`config.mk`:
```
export PLATFORM = sky130hd
export DESIGN_NAME = bus_options_and_range_config
export DESIGN_NICKNAME = d
export VERILOG_FILES = /design/src/hdl/bus_opt_pkg.sv /design/src/hdl/bus_options_and_range_config.sv /design/src/hdl/range_store.sv
export VERILOG_INCLUDE_DIRS = /design/src /design/src/hdl
export SDC_FILE = /design/constraint.sdc
export NUM_CORES = 1
export LEC_CHECK = 0
export ABC_AREA = 1
export BUFFER_PORTS_ARGS = -buffer_cell sky130_fd_sc_hd__buf_2
export CORE_ASPECT_RATIO = 2
export CORE_MARGIN = 3
export CORE_UTILIZATION = 51
export DETAILED_ROUTE_END_ITERATION = 8
export GPL_ROUTABILITY_DRIVEN = 0
export PLACE_DENSITY = 0.7
export RECOVER_POWER = 50
export SKIP_CTS_REPAIR_TIMING = 1
export SYNTH_ARGS = -nofsm -noshare
export SYNTH_HDL_FRONTEND = slang
export SYNTH_SLANG_ARGS = --single-unit
```
`constraint.sdc`:
```
create_clock -name clk_sys_i -period 25.7 [get_ports clk_sys_i]
set_input_delay 5.14 -clock clk_sys_i [delete_from_list [all_inputs] [get_ports clk_sys_i]]
set_output_delay 5.14 -clock clk_sys_i [all_outputs]
set_load 0.03 [all_outputs]
```
`src/hdl/bus_opt_cfg.svh`:
```
/*
  constants for the serial option and range configuration block.
  assumes inclusion by bare name from hdl/.
*/
`ifndef BUS_OPT_CFG_SVH
`define BUS_OPT_CFG_SVH
// ==========================================================
// register addresses (device register pointer)
`define OPT_ADDR 8'h1C
`define RANGE_ADDR 8'h1D
// ==========================================================
// option bit positions
`define OPT_TIMEOUT_BIT 3
`define OPT_BYTECNT_BIT 2
`define OPT_NOSKIP_BIT 1
`define OPT_HISPEED_BIT 0
`define OPT_RESET 4'h0
`define RANGE_RESET 16'h0000
// ==========================================================
// result area: per channel address stride and base
`define RES_BASE 8'h0B
`define RES_LAST 8'h1A
`define RES_STRIDE 8'h04
`define FILL_BYTE 8'hFF
`define RAIL_CODE_RSVD 2'h3
`endif

```
`src/hdl/bus_opt_pkg.sv`:
```
/*
  types for the serial option and range configuration block.
  assumes no other package.
*/
package bus_opt_pkg;
  // sense range codes
  typedef enum logic [1:0] {
    SENSE_UNI100 = 2'h0,
    SENSE_BI100 = 2'h1,
    SENSE_BI50 = 2'h2,
    SENSE_RSVD = 2'h3
  } sense_range_t;
  // rail range codes
  typedef enum logic [1:0] {
    RAIL_UNI9 = 2'h0,
    RAIL_BI9 = 2'h1,
    RAIL_BI4P5 = 2'h2,
    RAIL_RSVD = 2'h3
  } rail_range_t;
  // option bits carried together
  typedef struct packed {
    logic timeout_en;
    logic byte_count_en;
    logic no_skip;
    logic fast_glitch_filter_sel;
  } opt_bits_t;
  // register access from the serial engine
  typedef struct packed {
    logic wr;
    logic rd;
    logic [7:0] addr;
    logic [7:0] wdata;
    logic hi_byte;
  } reg_req_t;
endpackage : bus_opt_pkg

```
`src/hdl/bus_options_and_range_config.sv`:
```
/*
  option bits and range selectors of a four channel power monitor,
  written and read by the serial engine through a simple register port.
  assumes the serial engine presents one byte access per request pulse.
*/
// Overview of operation
// time-out off after reset, used only while its option bit is one
// byte-count bit one puts a count before block read data
// skip bit zero: auto-increment jumps over inactive channel addresses
// skip bit one: auto-increment steps every address in order
// not skipping, reads of a disabled channel result return FF
// high-speed bit selects fast glitch filter widths, resets to zero
// two-bit sense range per channel, bits 15-8
// two-bit rail range per channel, bits 7-0, 00 and 01
// option writes act at once, reads show live values
// rail code 10 selects 4.5V bipolar, 11 is reserved
`timescale 1ns/1ps
`default_nettype none
`include "bus_opt_cfg.svh"
module bus_options_and_range_config (
  // clock and reset
  input wire logic clk_sys_i,
  input wire logic rst_n_i,
  // register port from serial engine
  input wire bus_opt_pkg::reg_req_t req_i,
  input wire logic [7:0] result_data_i,
  input wire logic [3:0] ch_active_i,
  // read answer
  output logic [7:0] rdata_o,
  output logic rvalid_o,
  // auto-increment
  output logic [7:0] next_addr_o,
  // option controls
  output bus_opt_pkg::opt_bits_t opt_o,
  output logic block_count_prefix_o,
  output logic timeout_armed_o,
  // range selectors
  output bus_opt_pkg::sense_range_t [3:0] sense_range_o,
  output bus_opt_pkg::rail_range_t [3:0] rail_range_o,
  output logic [3:0] rail_rsvd_o
);
  // ==========================================================
  // channel that owns a result address, 4 when none
  function automatic logic [2:0] addr_chan(input logic [7:0] a);
    logic [7:0] off;
    off = 8'h00;
    if (a < `RES_BASE || a > `RES_LAST) begin
      addr_chan = 3'h4;
    end else begin
      off = a - `RES_BASE;
      addr_chan = {1'b0, off[1:0]};
    end
  endfunction : addr_chan

  bus_opt_pkg::opt_bits_t opt_reg;
  logic [15:0] range_q;
  logic [7:0] next_addr_next;
  logic [2:0] rd_chan;
  logic rd_dead;
  logic [2:0] next_chan;

  // ==========================================================
  // option register, effective immediately
  always_ff @(posedge clk_sys_i) begin
    if (!rst_n_i) begin
      opt_reg <= bus_opt_pkg::opt_bits_t'(`OPT_RESET); // see R1
    end else if (req_i.wr && req_i.addr == `OPT_ADDR) begin
      opt_reg <= bus_opt_pkg::opt_bits_t'(req_i.wdata[3:0]);
    end
  end

  // range register storage
  range_store range_store_i (
    .clk_sys_i(clk_sys_i),
    .rst_n_i(rst_n_i),
    .we_i(req_i.wr && req_i.addr == `RANGE_ADDR),
    .hi_i(req_i.hi_byte),
    .wdata_i(req_i.wdata),
    .q_o(range_q)
  );

  // ==========================================================
  // read path
  assign rd_chan = addr_chan(req_i.addr);
  assign rd_dead = (rd_chan != 3'h4) && !ch_active_i[rd_chan[1:0]];
  always_ff @(posedge clk_sys_i) begin
    if (!rst_n_i) begin
      rdata_o <= 8'h00;
      rvalid_o <= 1'b0;
    end else begin
      rvalid_o <= req_i.rd;
      if (req_i.rd) begin
        if (req_i.addr == `OPT_ADDR) begin
          rdata_o <= {4'h0, opt_reg};
        end else if (req_i.addr == `RANGE_ADDR) begin
          rdata_o <= req_i.hi_byte ? range_q[15:8] : range_q[7:0];
        end else if (rd_dead) begin
          rdata_o <= `FILL_BYTE;
        end else begin
          rdata_o <= result_data_i;
        end
      end
    end
  end

  // ==========================================================
  // auto-increment with optional skip of inactive channels
  always_comb begin
    logic [7:0] a;
    logic [2:0] c;
    a = req_i.addr + 8'h01;
    c = addr_chan(a);
    if (!opt_reg.no_skip) begin

      for (int i = 0; i < 16; i++) begin
        c = addr_chan(a);
        if (c != 3'h4 && !ch_active_i[c[1:0]]) begin
          a = a + 8'h01;
        end
      end
    end
    next_addr_next = a;
  end

  always_ff @(posedge clk_sys_i) begin
    if (!rst_n_i) begin
      next_addr_o <= 8'h00;
    end else if (req_i.rd || req_i.wr) begin
      next_addr_o <= next_addr_next;
    end
  end

  // ==========================================================
  // decoded outputs
  always_ff @(posedge clk_sys_i) begin
    if (!rst_n_i) begin
      opt_o <= '0;
      block_count_prefix_o <= 1'b0;
      timeout_armed_o <= 1'b0;
      sense_range_o <= '{default: bus_opt_pkg::SENSE_UNI100};
      rail_range_o <= '{default: bus_opt_pkg::RAIL_UNI9};
      rail_rsvd_o <= 4'h0;
    end else begin
      opt_o <= opt_reg;
      block_count_prefix_o <= opt_reg.byte_count_en;
      timeout_armed_o <= opt_reg.timeout_en;
      for (int i = 0; i < 4; i++) begin
        sense_range_o[i] <= bus_opt_pkg::sense_range_t'(range_q[15-2*i -: 2]);
        rail_range_o[i] <= bus_opt_pkg::rail_range_t'(range_q[7-2*i -: 2]); // see R8
        rail_rsvd_o[i] <= range_q[7-2*i -: 2] == `RAIL_CODE_RSVD;
      end
    end
  end

  // ==========================================================
  // checks
  // channel owning the next pointer, for the skip check
  assign next_chan = addr_chan(next_addr_next);

  // time-out control: off out of reset, then one cycle behind its bit
  timeout_rst_a: assert property (@(posedge clk_sys_i)
    $rose(rst_n_i) |-> !timeout_armed_o)
    else $error("timeout armed at reset");
  timeout_follow_a: assert property (@(posedge clk_sys_i) disable iff (!rst_n_i)
    timeout_armed_o == $past(opt_reg.timeout_en))
    else $error("timeout not following bit");

  // block count prefix follows its bit
  count_follow_a: assert property (@(posedge clk_sys_i) disable iff (!rst_n_i)
    block_count_prefix_o == $past(opt_reg.byte_count_en))
    else $error("byte count wrong");

  // option register: writes land at once, reads show the live value
  opt_write_a: assert property (@(posedge clk_sys_i) disable iff (!rst_n_i)
    req_i.wr && req_i.addr == `OPT_ADDR |=> opt_reg == $past(req_i.wdata[3:0]))
    else $error("option write lost");
  opt_read_a: assert property (@(posedge clk_sys_i) disable iff (!rst_n_i)
    req_i.rd && req_i.addr == `OPT_ADDR |=> rdata_o == {4'h0, $past(opt_reg)})
    else $error("option read not live");

  // result reads of an inactive channel give the fill byte
  dead_fill_a: assert property (@(posedge clk_sys_i) disable iff (!rst_n_i)
    req_i.rd && rd_dead && req_i.addr != `OPT_ADDR && req_i.addr != `RANGE_ADDR
    |=> rdata_o == `FILL_BYTE)
    else $error("inactive read not FF");

  // pointer stepping with and without skipping
  noskip_step_a: assert property (@(posedge clk_sys_i) disable iff (!rst_n_i)
    (req_i.rd || req_i.wr) && opt_reg.no_skip |=> next_addr_o == $past(req_i.addr) + 8'h01)
    else $error("no-skip step wrong");
  skip_live_a: assert property (@(posedge clk_sys_i) disable iff (!rst_n_i)
    (req_i.rd || req_i.wr) && !opt_reg.no_skip && next_chan != 3'h4
    |-> ch_active_i[next_chan[1:0]])
    else $error("skip landed on inactive");

  // glitch filter select: clear out of reset, then follows its bit
  hs_reset_a: assert property (@(posedge clk_sys_i)
    $rose(rst_n_i) |-> !opt_o.fast_glitch_filter_sel)
    else $error("high speed set at reset");
  hs_follow_a: assert property (@(posedge clk_sys_i) disable iff (!rst_n_i)
    opt_o.fast_glitch_filter_sel == $past(opt_reg.fast_glitch_filter_sel))
    else $error("high speed wrong");

  // range high byte write, fields of channels one and four, and the reserved rail flag
  range_write_a: assert property (@(posedge clk_sys_i) disable iff (!rst_n_i)
    req_i.wr && req_i.addr == `RANGE_ADDR && req_i.hi_byte
    |=> range_q[15:8] == $past(req_i.wdata))
    else $error("range byte lost");
  rail_field_a: assert property (@(posedge clk_sys_i) disable iff (!rst_n_i) // see R7
    ##1 rail_range_o[0] == $past(range_q[7:6]) && sense_range_o[0] == $past(range_q[15:14]))
    else $error("range field wrong");
  sense_last_a: assert property (@(posedge clk_sys_i) disable iff (!rst_n_i) // see R7
    sense_range_o[3] == $past(range_q[9:8]) && rail_range_o[3] == $past(range_q[1:0]))
    else $error("channel four range wrong");
  rsvd_flag_a: assert property (@(posedge clk_sys_i) disable iff (!rst_n_i)
    rail_rsvd_o[0] == ($past(range_q[7:6]) == `RAIL_CODE_RSVD))
    else $error("reserved rail flag wrong");

  // main scenarios
  cv_opt_wr: cover property (@(posedge clk_sys_i) req_i.wr && req_i.addr == `OPT_ADDR);
  cv_fill: cover property (@(posedge clk_sys_i) req_i.rd && rd_dead);
  cv_rsvd: cover property (@(posedge clk_sys_i) rail_rsvd_o != 4'h0);
  cv_hop: cover property (@(posedge clk_sys_i)
    (req_i.rd || req_i.wr) && next_addr_next > req_i.addr + 8'h01);
  cv_noskip_fill: cover property (@(posedge clk_sys_i) req_i.rd && rd_dead && opt_reg.no_skip);
endmodule : bus_options_and_range_config
`default_nettype wire

```
`src/hdl/range_store.sv`:
```
/*
  holds the 16-bit range selector register, byte writable, registered read.
  assumes the caller decodes the address.
*/
`timescale 1ns/1ps
`default_nettype none
`include "bus_opt_cfg.svh"
module range_store (
  // clock and reset
  input wire logic clk_sys_i,
  input wire logic rst_n_i,
  // write port
  input wire logic we_i,
  input wire logic hi_i,
  input wire logic [7:0] wdata_i,
  // contents
  output logic [15:0] q_o
);
  // ==========================================================
  // storage
  logic [15:0] range_reg;
  always_ff @(posedge clk_sys_i) begin
    if (!rst_n_i) begin
      range_reg <= `RANGE_RESET;
    end else if (we_i) begin
      if (hi_i) begin
        range_reg[15:8] <= wdata_i;
      end else begin
        range_reg[7:0] <= wdata_i;
      end
    end
  end
  assign q_o = range_reg;
endmodule : range_store
`default_nettype wire
```
Yosys cells after proc, flatten, opt, wreduce, memory -nomap -nowiden
Index checks and enable logic that the tools add are counted.
Widths: inputs -> output; s select.
{"block": "op_classes", "addsub": 34, "order_cmp": 51, "eq_ne": 23, "mux": 103, "bitwise_logic": 1, "reduce_logical": 56}
{"cell": "$mux 8", "n": 36}
{"cell": "$add 8x1->8 const B", "n": 17}
{"cell": "$gt 8x5->1 const B", "n": 17}
{"cell": "$lt 8x4->1 const B", "n": 17}
{"cell": "$mux 3", "n": 33}
{"cell": "$lt 2x3->1 const B", "n": 17}
{"cell": "$ne 3x3->1 const B", "n": 17}
{"cell": "$bmux 1 s2", "n": 17}
{"cell": "$sub 2x2->2 const B", "n": 17}
{"cell": "$logic_and 1x1->1", "n": 19}
{"cell": "$logic_or 1x1->1", "n": 18}
{"cell": "$logic_not 1->1", "n": 17}
{"cell": "$mux 1", "n": 17}
{"cell": "$eq 8x5->1 const B", "n": 2}
{"cell": "$eq 2x2->1 const B", "n": 4}
{"cell": "$reduce_and 2->1", "n": 2}
{"cell": "$not 1->1", "n": 1}
{"block": "totals", "ff_bits": 61, "out_inout_bits": 43, "wordCells": 290}

Logic depth before layout (Yosys ltp)
{"block": "depth", "depth_word": 161, "ltp_mapped": 169}

By module
A second synthesis with hierarchy kept.
{"block": "hier_totals", "hier_cells": 1247, "hier_area_um2": 7377.1}
{"mod": "bus_options_and_range_config", "n_inst": 1, "cells_per_inst": 1159, "area_per_inst_um2": 6667.6}
{"mod": "range_store", "n_inst": 1, "cells_per_inst": 88, "area_per_inst_um2": 709.4}

Worst setup path after synthesis
Ideal clock, no wire load.
{"block": "synth_timing", "kind": "input to register", "startpoint": "in req_i[9] in the netlist's numbering", "endpoint": "reg next_addr_o[3]", "setup_time_ns": 0.118, "arrival_time_ns": 22.413, "t_required_ns": 25.582, "path_slack_ns": 3.169, "path_stages": 131, "cell_sequence": "buf_4 > inv_2 > ha_1 > buf_2 > inv_4 > nand2_1 > nand3_1 > nand2_1 > inv_1 > nand2_2 > nor2_8 > nand3_4 > o21ai_1 > inv_1 > ha_1 > inv_1 > nand3_1 > nand2_2 > (+95 left out) > nand2_1 > ha_1 > inv_1 > nand3_1 > nand2_4 > nor2_8 > nand3_1 > and2_2 > ha_1 > inv_1 > nand3_1 > nand2_4 > nor2_4 > nand2_2 > nand2_1 > nand3_1 > nand2_1 > a21oi_2"}
{"block": "synth_via", "elab_chain_cells": 161, "elab_cells_between_ends": 225}
{"element": "from (decl)", "line_no": "bus_options_and_range_config.sv:25", "text": "input wire bus_opt_pkg::reg_req_t req_i,"}
{"element": "$add 8x1->8 *", "line_no": "bus_options_and_range_config.sv:111", "text": "a = req_i.addr + 8'h01;"}
{"element": "$lt 8x4->1 (no source line) / $gt 8x5->1 (equally long branches)"}
{"element": "$logic_or 1x1->1 (no source line)"}
{"element": "$mux 3", "line_no": "bus_options_and_range_config.sv:47", "text": "if (a < `RES_BASE || a > `RES_LAST) begin"}
{"element": "$mux 3", "line_no": "bus_options_and_range_config.sv:113", "text": "if (!opt_reg.no_skip) begin"}
{"element": "$bmux 1 s2", "line_no": "bus_options_and_range_config.sv:117", "text": "if (c != 3'h4 && !ch_active_i[c[1:0]]) begin"}
{"element": "$mux 1 (implied by the code)", "line_no": "bus_options_and_range_config.sv:117"}
{"element": "$logic_not 1->1", "line_no": "bus_options_and_range_config.sv:117"}
{"element": "(+145 left out)"}
{"element": "$mux 3", "line_no": "bus_options_and_range_config.sv:47"}
{"element": "$mux 3", "line_no": "bus_options_and_range_config.sv:113"}
{"element": "$bmux 1 s2", "line_no": "bus_options_and_range_config.sv:117"}
{"element": "$mux 1 (implied by the code)", "line_no": "bus_options_and_range_config.sv:117"}
{"element": "$logic_not 1->1", "line_no": "bus_options_and_range_config.sv:117"}
{"element": "$logic_and 1x1->1", "line_no": "bus_options_and_range_config.sv:117"}
{"element": "$mux 8", "line_no": "bus_options_and_range_config.sv:117"}
{"element": "$mux 8 *", "line_no": "bus_options_and_range_config.sv:113"}
{"element": "to (signal assigned)", "line_no": "bus_options_and_range_config.sv:129", "text": "next_addr_o <= next_addr_next;"}
{"element": "to (decl)", "line_no": "bus_options_and_range_config.sv:32", "text": "output logic [7:0] next_addr_o,"}
Every way passes the cells marked *; elsewhere a longest branch is shown, timed or not. The select of a mux whose other input is x is not followed.
A chain may end at the register's enable or synchronous reset.

Final worst setup path
{"block": "layout_timing", "startpoint": "in req_i[9] in the netlist's numbering", "endpoint": "reg next_addr_o[0]"}
The elaborated chain is that of the path after synthesis.

==> impl_metrics.yaml <==
floorplan:
  die_y_um: 179
  core_area_um2: 14500
  dieArea_um2: 16500
  fp.dieW_um: 92.4
  start_util_pct: 52.5
  rows: 62
  pin_count: 76
flow_run:
  maxCapViolCount: 1
placement:
  place_area_um2: 8110
  hpwlAfterDp_um: 17100
  port_buffers: 75
  preCtsSetupSlack_ps: 414
sta:
  final_max_slew_viol_count: 42
  final-hold-violation-count: 0
  fmax_ghz: 0.0421
  rsz0062_at_grt: "no"
  relSlewSlack_pct: -4.55
  tightestPinTransition_ps: 1570
  fin_skew_ps: 4.76
  period_share_pct: 92.3
  setup_tns_ps: 0
  finalSetupViolCount: 0
  fin_ws_ps: 1970
  period_needed_ps: 23730
finish:
  largest_reg_flops: 16
  fill_cells: 1477
  syn_to_final_growth_pct: 11.3
  drive_gt1_share_pct: 23.1
  multi_input_area_um2: 5600
  diodes: 0
  seq_area_um2: 1220
  fin_nets: 1330
  fin_area_um2: 8480
pwr:
  p_seq_share_pct: 12.6
  switchingPower_mw: 0.439
  p_int_mw: 0.366
  clkPwrFrac_pct: 15.0
  power_density_nw_per_um2: 95.0
  swShare_pct: 54.5
  p_leak_nw: 4.39
  combPwrFrac_pct: 72.4
  irDropWorstVdd_uv: 74.0
global_routing:
  grt_max_degree: 42
  overflow: 0
  grt_pass1_wl_um: 33800
  grt_usage_pct: 25.2
  grt_pass1_vias: 7658
  antenna_found_initial: 0
routing:
  routed_wl_um: 20500
  post-route-drc-count: 0
  postRouteAntennaNets: 0
  vias: 7792
  initialDrtViolationCount: 276
  wl_per_cell_um: 14.1
  vias_per_cell: 5.34
  first_pass_iters: 5
yosys:
  post-synth-top-count-cell: "nand2_1"
  synth_top_area_share_pct: 16.5
  syn_inst: 1191
  netlist_top_cells_count: "nand2_1, nand3_1, inv_1"
  synth_warnings: 0
  syn-cell-area_um2: 7610
  syn_nets: 1260
  ys.flop_type: "dfxtp_1"
  synth.distinct_cells: 49
  yosys.area.top_type: "nand2_1"
  synth_edf_count: 0
  ys_async_sr_fraction_pct: 0
  ys_seq_area_share_pct: 16.0
  synth.area.top_cells: "nand2_1, dfxtp_1, nand3_1"
  syn-mean-instance-area_um2: 6.39
  ys_seq_elements: 61
worst_setup_path:
  path_class: "in -> reg"
  cp_slowest_cell: "ha_1"
  end_kind: "register"
  cp.required_ps: 25900
  start_kind: "input port"
  critPathMostFrequentCell: "nand2_1"
  slowest_delay_ps: 380
  cp_max_fo: 12
  worstPathArrival_ps: 23930
clock_tree:
  cts_root_buf: "clkbuf_16"
  cts_tree: "done"
  htree_levels: 3
  clock-sinks: 61
  clock_path_buffers: 2
  clock_latency_ps: 330
  cts.clk_slew.worst_paths_ps: 60
  cts_buffers: 9
worst_hold_path:
  hold_path.class: "reg -> reg"
run_status:
  violations: "max-capacitance violations, max-slew violations"
  status: "complete, but fails checks"
-- worst paths after layout --
| check | start | endpoint | slack (ps) | depth (start not counted) |
|---|---|---|---|---|
| worst min-delay path | range_store_i.q_o[2]$_SDFFE_PN0P_ | rail_range_o[4]$_SDFF_PN0_ | 430 | 2 |
| worst min register to register | range_store_i.q_o[2]$_SDFFE_PN0P_ | rail_range_o[4]$_SDFF_PN0_ | 430 | 2 |
| worst max register to register | opt_reg[1]$_SDFFE_PN0P_ | next_addr_o[3]$_SDFFE_PN0P_ | 24440 | 5 |
| worst max-delay path | req_i[9] | next_addr_o[0]$_SDFFE_PN0P_ | 1970 | 131 |
-- cell type report --
| class | count | area share [%] |
|---|---|---|
| clock buffer | 9 | 2.66 |
| inverter | 187 | 8.55 |
| multi-input combinational | 920 | 66.0 |
| sequential | 61 | 14.4 |
| tap | 192 | 2.83 |
| timing repair buffer | 82 | 4.66 |
| clock inverter | 7 | 0.871 |
-- cells in the final DEF, fill, tap and decap left out, types with 8 or more instances in the layout --
master / n
a21oi_1: 40
buf_2: 46
clkbuf_1: 28
clkbuf_16: 9
dfxtp_1: 61
ha_1: 33
inv_1: 152
inv_2: 23
nand2_1: 330
nand2_2: 65
nand2_4: 41
nand3_1: 163
nand3_2: 24
nand4_1: 29
nor2_1: 37
nor2_8: 13
o21ai_0: 49
o21ai_1: 12
xor2_1: 8
-- per-layer routing --
layer	vias up	GRT usage (%)	routed length, µm
li1	3967	-	-
met1	3561	20.3	6510
met2	194	54.6	12200
met3	70	3.28	745
met4	0	14.5	1040
met5	-	0	0
-- cells by family after synthesis --
group                    after synthesis  share of synthesized area [%]
AO/OA/AOI/OAI                        134                           11.1
XOR/XNOR                              10                           1.15
adder cells (fa/ha/maj)               36                           5.92
buffers and inverters                210                           11.4
flip-flops                            61                           16.0
AND/OR/NAND/NOR                      740                           54.4
-- power groups by stage --
stage / Sequential (mW) / Combinational, mW / Clock, mW
after floorplan: 0.113 / 0.469 / 0
after global placement: 0.104 / 0.570 / 0
after detailed placement: 0.104 / 0.575 / 0
after CTS: 0.102 / 0.578 / 0.123
after global routing: 0.102 / 0.655 / 0.126
final: 0.102 / 0.583 / 0.121
-- worst max-delay path: cells and delay by family --
family | cells | cell delay, ps
compound gates | 11 | 1690
fa+ha+maj | 16 | 5010
buf+inv | 17 | 1480
simple gates | 87 | 10500
-- through the flow --
stage	instances	hold slack (ps)	utilization (%)	power [mW]
5_1_grt	1458	453	58.4	0.883
3_3_place_gp	1438	422	55.9	0.674
6_report	1458	433	58.4	0.805
3_5_place_dp	1438	428	55.9	0.679
2_1_floorplan	1191	407	-	0.583
4_1_cts	1454	437	57.9	0.802
Note: power is estimated with default switching activity, not from simulation.
